===== config.mk =====
export PLATFORM = sky130hd
export DESIGN_NAME = tcc_control
export DESIGN_NICKNAME = d
export VERILOG_FILES = /design/src/rtl/tcc_pkg.sv /design/src/rtl/tcc_control.sv
export VERILOG_INCLUDE_DIRS = /design/src /design/src/rtl
export SDC_FILE = /design/constraint.sdc
export NUM_CORES = 1
export LEC_CHECK = 0
export BUFFER_PORTS_ARGS = -buffer_cell sky130_fd_sc_hd__buf_4
export CORE_MARGIN = 5
export CORE_UTILIZATION = 41
export CTS_CLUSTER_DIAMETER = 100
export DETAILED_ROUTE_END_ITERATION = 7
export PLACE_DENSITY = 0.78
export SLEW_MARGIN = 20
export SYNTH_ARGS = -nofsm -noshare
export SYNTH_HDL_FRONTEND = slang
export SYNTH_SLANG_ARGS = --single-unit

===== constraint.sdc =====
create_clock -name clock -period 2.3 [get_ports clock]
set_clock_uncertainty 0.15 [all_clocks]
set_input_delay 0.69 -clock clock [delete_from_list [all_inputs] [get_ports clock]]
set_output_delay 0.69 -clock clock [all_outputs]
set_load 0.02 [all_outputs]

===== src/rtl/tcc_params.svh =====
`ifndef TCC_PARAMS_SVH
`define TCC_PARAMS_SVH

// First control word fields
`define TCC_GO_BIT          0
`define TCC_LSD_MSB         2
`define TCC_LSD_LSB         0
`define TCC_MSD_MSB         5
`define TCC_MSD_LSB         3
`define TCC_CODE_WCHK       3'h5
`define TCC_CODE_WRITE      3'h6
`define TCC_CODE_READ       3'h7
`define TCC_CODE_REVERSE    3'h7
`define TCC_CS1_READY_BIT   7
`define TCC_CS1_BUSY_BIT    11

// Second control word fields
`define TCC_UNIT_MSB        2
`define TCC_UNIT_LSB        0
`define TCC_BAI_BIT         3
`define TCC_PAT_BIT         4
`define TCC_PGCLR_BIT       5

// Third control word fields
`define TCC_INVERT_BYTE_PARITY_CHECK_MSB        3
`define TCC_INVERT_BYTE_PARITY_CHECK_LSB        0

// Reset values
`define TCC_RST_UNIT        3'h0
`define TCC_RST_INVERT_BYTE_PARITY_CHECK        4'h0
`define TCC_RST_WORD        16'h0000
`define TCC_RST_CS1         16'h0080

`endif


===== src/rtl/tcc_pkg.sv =====
package tcc_pkg;

  // Command phase, one-hot
  typedef enum logic [2:0] {
    PH_IDLE = 3'b001,
    PH_INIT = 3'b010,
    PH_RUN  = 3'b100
  } tcc_phase_e;

  // Whole state of the command block
  typedef struct packed {
    tcc_phase_e  phase;
    logic        busy;
    logic        initPulse;
    logic [2:0]  cmd;       // {read, write, writeCheck}
    logic        reverse;
    logic        ready;
    logic        fnLoad;
    logic [2:0]  unitSel;
    logic        parTest;
    logic        address_increment_inhibit;
    logic        pgClr;
    logic [3:0]  invert_byte_parity_check;
    logic [3:0]  inv;
    logic [15:0] cs1Rd;
    logic [15:0] cs2Rd;
    logic [15:0] cs3Rd;
  } tcc_state_s;

endpackage : tcc_pkg

===== src/rtl/tcc_control.sv =====
// How it works
// RULE_01: Software sets start bit; transfer codes odd.
// RULE_02: Codes 51-57 write-check; low digit 7 reverses.
// RULE_03: Start needs code, bit zero, low store.
// RULE_04: Ready start emits one initialize pulse.
// RULE_05: Initialize pulse sets busy.
// RULE_06: Function-load sets after initialize pulse.
// RULE_07: Function-load holds while selected, else clears.
// RULE_08: Ready when all command flops clear.
// RULE_09: Segment end plus memory done clears busy.
// RULE_10: Not busy clears the command flops; code clears them only when also deselected, or on a general or program clear.
// RULE_11: General clear forces busy clear.
// RULE_12: Missed transfer error forces busy clear.
// RULE_13: Function-load with missing drive clears busy.
// RULE_14: Four readable per-byte parity inversion bits.
// RULE_15: Inversion suppressed while reading.
// RULE_16: Inversion also applies in buffer maintenance.
// RULE_17: Unit select drives the drive-select lines.
// RULE_18: Second word low store loads unit, parity-test.
// RULE_19: Bit five in that store raises program clear.
// RULE_20: Parity test turns odd parity even.
// RULE_21: Parity test makes control parity even.
// RULE_22: Increment inhibit loads only ready; clear resets.
// RULE_23: Upper digit 5,6,7 decode check, write, read.
// RULE_24: Start while active is ignored entirely.
`timescale 1ns/10ps
`default_nettype none
`include "tcc_params.svh"

module tcc_control (
  input  wire logic        clock,
  input  wire logic        rstn,
  input  wire logic        regStore,
  input  wire logic        selCs1,
  input  wire logic        selCs2,
  input  wire logic        selCs3,
  input  wire logic        loByte,
  input  wire logic [15:0] hostData,
  input  wire logic        registerSelect,
  input  wire logic        generalClear,
  input  wire logic        endOfSegmentFlag,
  input  wire logic        memoryDone,
  input  wire logic        missedTransferError,
  input  wire logic        nonexistentDevice,
  output logic             startInitPulse,
  output logic             busy,
  output logic             ready,
  output logic             readCmd,
  output logic             writeCmd,
  output logic             writeCheckCmd,
  output logic             reverseDir,
  output logic             functionLoadFlag,
  output logic [2:0]       driveSelectLines,
  output logic             parityTestBit,
  output logic             addressIncrementInhibit,
  output logic             programClear,
  output logic [3:0]       invertByteParityCheck,
  output logic [3:0]       parityInvert,
  output logic [15:0]      cs1ReadData,
  output logic [15:0]      cs2ReadData,
  output logic [15:0]      cs3ReadData
);

  // Upper octal digit to one-hot {read, write, writeCheck}
  // Digits 0-4 are not transfers and decode to zero, so they can never start
  function automatic logic [2:0] tcc_decode(input logic [2:0] digit);
    logic [2:0] hot;
    hot = 3'h0;
    case (digit)
      `TCC_CODE_READ:  hot = 3'h4;
      `TCC_CODE_WRITE: hot = 3'h2;
      `TCC_CODE_WCHK:  hot = 3'h1;
      default:         hot = 3'h0;
    endcase
    return hot;
  endfunction : tcc_decode

  // Reset image; ready is the only status bit up in the first word
  localparam tcc_pkg::tcc_state_s RESET_ST = '{
    phase:   tcc_pkg::PH_IDLE,
    busy:    1'b0,
    initPulse: 1'b0,
    cmd:     3'h0,
    reverse: 1'b0,
    ready:   1'b1,
    fnLoad:  1'b0,
    unitSel: `TCC_RST_UNIT,
    parTest: 1'b0,
    address_increment_inhibit:     1'b0,
    pgClr:   1'b0,
    invert_byte_parity_check:    `TCC_RST_INVERT_BYTE_PARITY_CHECK,
    inv:     `TCC_RST_INVERT_BYTE_PARITY_CHECK,
    cs1Rd:   `TCC_RST_CS1,
    cs2Rd:   `TCC_RST_WORD,
    cs3Rd:   `TCC_RST_WORD
  };

  tcc_pkg::tcc_state_s state;
  tcc_pkg::tcc_state_s next_state;

  // Store strobes, each qualified by the register selection
  // A store seen while deselected belongs to another unit and is dropped
  logic       storeCs1Lo;
  logic       storeCs2Lo;
  logic       storeCs3Lo;
  logic [2:0] codeHot;
  logic       goRequest;
  logic       accept;
  logic       pgWrite;
  logic       clearAll;
  logic       killBusy;

  always_comb begin
    storeCs1Lo = regStore && registerSelect && selCs1 && loByte;
    storeCs2Lo = regStore && registerSelect && selCs2 && loByte;
    storeCs3Lo = regStore && registerSelect && selCs3 && loByte;
    // RULE_23: upper digit decode
    codeHot    = tcc_decode(hostData[`TCC_MSD_MSB:`TCC_MSD_LSB]);
    // RULE_03: code, start bit and store coincide
    goRequest  = storeCs1Lo && (codeHot != 3'h0) && hostData[`TCC_GO_BIT];
    // RULE_19: program clear from bit five
    pgWrite    = storeCs2Lo && hostData[`TCC_PGCLR_BIT];
    clearAll   = generalClear || pgWrite;
    // RULE_11: general clear, RULE_12: missed transfer, RULE_13: missing drive
    killBusy   = clearAll || missedTransferError || (state.fnLoad && nonexistentDevice);
    // Aborts veto a start in the same cycle; a dead unit still goes busy until function-load catches it
    // RULE_04: only accepted in ready state
    // RULE_24: ignored while a command is active
    accept     = goRequest && state.ready && !killBusy;
  end

  // Next-state logic; clears are evaluated after sets so they win
  always_comb begin
    next_state = state;
    next_state.initPulse = 1'b0;
    next_state.pgClr     = pgWrite;

    // RULE_04: initialize pulse on accepted start
    // RULE_05: pulse sets busy
    if (accept) begin
      next_state.phase     = tcc_pkg::PH_INIT;
      next_state.initPulse = 1'b1;
      next_state.busy      = 1'b1;
      next_state.cmd       = codeHot;
      // RULE_02: low digit 7 selects reverse
      next_state.reverse   = (hostData[`TCC_LSD_MSB:`TCC_LSD_LSB] == `TCC_CODE_REVERSE);
    end else begin
      case (state.phase)
        tcc_pkg::PH_IDLE: next_state.phase = tcc_pkg::PH_IDLE;
        tcc_pkg::PH_INIT: next_state.phase = tcc_pkg::PH_RUN;
        tcc_pkg::PH_RUN: begin
          // RULE_09: normal completion
          if (endOfSegmentFlag && memoryDone) begin
            next_state.busy  = 1'b0;
            next_state.phase = tcc_pkg::PH_IDLE;
          end
        end
        default: next_state.phase = tcc_pkg::PH_IDLE;
      endcase
    end

    // RULE_11: forced clear
    // RULE_12: error abort
    // RULE_13: missing drive abort
    if (killBusy) begin
      next_state.busy  = 1'b0;
      next_state.phase = tcc_pkg::PH_IDLE;
    end

    // RULE_10: idle and deselected releases the command
    // Held while selected, so ready stays low in the first readback word until deselect
    if (!state.busy && !state.initPulse && !registerSelect) begin
      next_state.cmd     = 3'h0;
      next_state.reverse = 1'b0;
    end
    if (clearAll) begin
      next_state.cmd     = 3'h0;
      next_state.reverse = 1'b0;
    end

    // RULE_06: set after the pulse ends
    // RULE_07: held only while selected
    // This window is when a missing drive gets caught
    next_state.fnLoad = (state.initPulse || state.fnLoad) && registerSelect;

    // RULE_08: ready mirrors the command flops
    next_state.ready = (next_state.cmd == 3'h0);

    // RULE_18: unit select and parity test load
    if (storeCs2Lo) begin
      next_state.unitSel = hostData[`TCC_UNIT_MSB:`TCC_UNIT_LSB];
      next_state.parTest = hostData[`TCC_PAT_BIT];
    end

    // RULE_22: stores change inhibit only in ready, so no address spike mid-transfer
    if (storeCs2Lo && state.ready) begin
      next_state.address_increment_inhibit = hostData[`TCC_BAI_BIT];
    end
    if (clearAll) begin
      next_state.address_increment_inhibit = 1'b0;
    end

    // RULE_14: per-byte inversion bits
    if (storeCs3Lo) begin
      next_state.invert_byte_parity_check = hostData[`TCC_INVERT_BYTE_PARITY_CHECK_MSB:`TCC_INVERT_BYTE_PARITY_CHECK_LSB];
    end

    // RULE_15: suppressed during reads toward memory
    // RULE_16: same signals steer buffer maintenance parity
    next_state.inv = next_state.invert_byte_parity_check & {4{~next_state.cmd[2]}};

    // Readback words
    // Built from next values so readback and pins always agree
    next_state.cs1Rd = 16'h0000;
    next_state.cs1Rd[`TCC_CS1_READY_BIT] = next_state.ready;
    next_state.cs1Rd[`TCC_CS1_BUSY_BIT]  = next_state.busy;
    next_state.cs2Rd = 16'h0000;
    next_state.cs2Rd[`TCC_UNIT_MSB:`TCC_UNIT_LSB] = next_state.unitSel;
    next_state.cs2Rd[`TCC_BAI_BIT] = next_state.address_increment_inhibit;
    next_state.cs2Rd[`TCC_PAT_BIT] = next_state.parTest;
    next_state.cs3Rd = 16'h0000;
    next_state.cs3Rd[`TCC_INVERT_BYTE_PARITY_CHECK_MSB:`TCC_INVERT_BYTE_PARITY_CHECK_LSB] = next_state.invert_byte_parity_check;
  end

  // State register, synchronous reset
  always_ff @(posedge clock) begin
    if (!rstn) begin
      state <= RESET_ST;
    end else begin
      state <= next_state;
    end
  end

  // Outputs straight from the state flops
  // No gates after the flops, so no pin can glitch between edges
  assign startInitPulse          = state.initPulse;
  assign busy                    = state.busy;
  assign ready                   = state.ready;
  assign readCmd                 = state.cmd[2];
  assign writeCmd                = state.cmd[1];
  assign writeCheckCmd           = state.cmd[0];
  assign reverseDir              = state.reverse;
  assign functionLoadFlag        = state.fnLoad;
  // RULE_17: unit select drives the select lines
  assign driveSelectLines        = state.unitSel;
  // RULE_20: parity test flips data parity
  // RULE_21: also control-line and buffer-stage parity
  assign parityTestBit           = state.parTest;
  assign addressIncrementInhibit = state.address_increment_inhibit;
  assign programClear            = state.pgClr;
  assign invertByteParityCheck   = state.invert_byte_parity_check;
  assign parityInvert            = state.inv;
  assign cs1ReadData             = state.cs1Rd;
  assign cs2ReadData             = state.cs2Rd;
  assign cs3ReadData             = state.cs3Rd;
endmodule : tcc_control
`default_nettype wire


==> impl_metrics.py <==
metrics = {
    "outcome": {
        "status": "completed",
    },
    "clock_tree": {
        "cts_tree": "built",
        "numCtsBuffers": 3,
        "hold_buffers": 0,
        "postCtsSetupBuffers": 0,
        "cts_resized": 0,
        "cts_htree_levels": 1,
        "cts_root_buffer": "clkbuf_4",
        "cts_buffer_depth": 2,
        "clock-sinks": 25,
        "clkTransAtPathRegs_ns": 0.12,
        "clk_latency_ns": 0.31,
    },
    "power_and_ir_drop": {
        "vdd_drop_max_v": 0.000167,
        "p_int_mw": 0.552,
        "p_leak_nw": 0.769,
        "power_frac_comb": 0.190,
        "powerDensity_nw_per_um2": 477,
        "clockPowerShare": 0.245,
        "pwr-share-seq": 0.565,
        "netSwitchingFraction": 0.292,
        "p_total_mw": 0.780,
        "p_switching_mw": 0.227,
    },
    "layout": {
        "utilization": 0.486,
        "area_growth_pct": 13.6,
        "final_nets": 232,
        "antenna_cells": 0,
        "drive_gt1_frac": 0.332,
        "final_area_um2": 1640,
    },
    "timing": {
        "timing.fmax_mhz": 514,
        "finalCritPeriodShare": 0.846,
        "rsz0062_at_grt": "false",
        "period_needed_ns": 1.95,
        "setup_viol": 0,
        "slew_viol_final": 0,
        "tns_ns": 0,
        "hold_viol_final": 0,
        "setup_slack_ns": 0.354,
    },
    "worst_setup_path": {
        "worst_setup_path_start_kind": "input port",
        "cp-end-kind": "flip-flop",
        "path_class": "input port to flip-flop",
        "path_max_fanout": 7,
        "critPathRequiredTime_ns": 2.40,
        "arrival_ns": 2.05,
    },
    "floorplan": {
        "die_w_um": 69.3,
        "core_um2": 3360,
        "start_util": 0.428,
        "pin_count": 99,
        "die_h_um": 69.3,
        "dieArea_um2": 4800,
        "fp-row-count": 21,
    },
    "place": {
        "portBuffers": 51,
        "place_congestion": 0.870,
        "pre_cts_ws_ns": 0.0463,
        "place_hpwl_um": 2380,
        "postPlaceCellArea_um2": 1610,
    },
    "route": {
        "drtIter0Drc": 53,
        "vias": 1074,
        "ant_nets": 0,
        "vias_per_cell": 4.33,
        "route.detailed.drc": 0,
        "routed_wl_um": 2810,
        "wl_per_cell_um": 11.3,
        "dr.pass1.iters": 4,
    },
    "synth": {
        "postSynthCellCount": 166,
        "ys_ff_latch": 25,
        "synth_area_leader_cell": "dfxtp_1",
        "syn_avg_cell_area_um2": 8.68,
        "yosysUniqueCellTypes": 28,
        "ys_top_cells_by_area": "dfxtp_1 35%, buf_4 31%, nand2_1 4.7%",
        "synth_seq_area_share": 0.348,
        "ys_warn_count": 0,
        "syn-cell-area_um2": 1440,
        "synth.top_cell.area_share": 0.348,
    },
    "global_route": {
        "antenna_found_initial": 0,
        "grt_max_degree": 16,
        "track_usage": 0.112,
        "grt_pass1_wl_um": 4600,
        "gr-total-overflow": 0,
        "grt_pass1_vias": 1003,
    },
    "run": {
        "drv_cap": 0,
    },
    "worst_hold_path": {
        "hold_path.class": "flip-flop to flip-flop",
    },
}
[critical path, stage by stage]
cell     delay (ns)
buf_4          0.12
nand4_1        0.20
nor4b_4        0.42
mux2i_1        0.37
nor2_2         0.12
nor2b_1        0.12
[cell usage after synthesis]
library cell / count
buf_4: 59
dfxtp_1: 25
nand2_1: 18
nand3_1: 12
a21boi_0: 8
a21oi_1: 6
nor2_1: 5
nor2b_1: 4
mux2i_1: 3
nand4b_1: 3
and3_1: 2
and3_2: 2
nand4_1: 2
nor3_1: 2
o31ai_1: 2
a21o_1: 1
a31oi_2: 1
and2_4: 1
buf_2: 1
clkbuf_1: 1
conb_1: 1
nor2_2: 1
nor4b_4: 1
o211a_1: 1
o21ai_0: 1
o311ai_0: 1
o31a_2: 1
xor2_1: 1
[cells by family (layout without fill, tap and decap cells)]
| kind of cell | after synthesis | in the layout | share of synthesized area |
|---|---|---|---|
| buf+inv | 61 | 61 | 0.314 |
| simple gates | 53 | 53 | 0.199 |
| flops | 25 | 25 | 0.348 |
| compound gates | 22 | 22 | 0.110 |
| mux | 3 | 3 | 0.0209 |
| other cells | 1 | 37 | 0.00260 |
| xor+xnor | 1 | 1 | 0.00608 |
[stage by stage]
stage | instances | hold WS [ns]
CTS | 248 | 0.329
global route | 248 | 0.349
global placement | 244 | 0.294
detailed placement | 244 | 0.306
floorplan | 202 | 0.307
finish | 248 | 0.320
[state kept, by name, summed over array words and instances (netlist names), 2 cells and up]
name,count
cs3ReadData,4
parityInvert,4
state,3
cs2ReadData,2
driveSelectLines,2
[placed cells by master (no fill, tap or decap)]
cell	instances
nor2b_1	4
nor3_1	2
o21ai_0	1
o31ai_1	2
conb_1	37
o31a_2	1
nand4b_1	3
nand2_1	18
and2_4	1
dfxtp_1	25
nand4_1	2
nand3_1	12
clkbuf_1	1
nor2_2	1
a21oi_1	6
o311ai_0	1
nor2_1	5
a21o_1	1
xor2_1	1
a21boi_0	8
clkbuf_4	3
and3_1	2
and3_2	2
a31oi_2	1
nor4b_4	1
mux2i_1	3
buf_4	57
o211a_1	1
[metal layers]
metal / GRT usage / vias to the layer above / wire, µm
met5: 0 / - / 0
met4: 0.0195 / 0 / 12
met3: 0.0406 / 2 / 269
met2: 0.193 / 45 / 1390
met1: 0.134 / 490 / 1140
li1: - / 537 / -
[power by group through the flow]
stage          sequential, mW  combinational [mW]  clock [mW]
4_1_cts                 0.441               0.147       0.201
6_report                0.440               0.148       0.191
2_1_floorplan           0.451               0.146           0
3_5_place_dp            0.450               0.147           0
3_3_place_gp            0.450               0.146           0
5_1_grt                 0.441               0.160       0.216
[path summary, 6_finish.rpt]
kind	startpoint	end	slack (ns)	depth (start not counted)
worst max register to register	cs1ReadData[7]	parityInvert[2]	0.43	5
worst min register to register	reverseDir	reverseDir	0.32	2
worst max-delay path	hostData[5]	parityInvert[2]	0.35	6
worst min-delay path	reverseDir	reverseDir	0.32	2
[cell type report]
cell class	count	area, µm²
fillers	368	1730
multi-input cells	116	623
clock buffers	4	26.3
flip-flops and latches	25	500
repair buffers	57	428
well taps	46	57.6
Power figures use the tool's default switching activity.
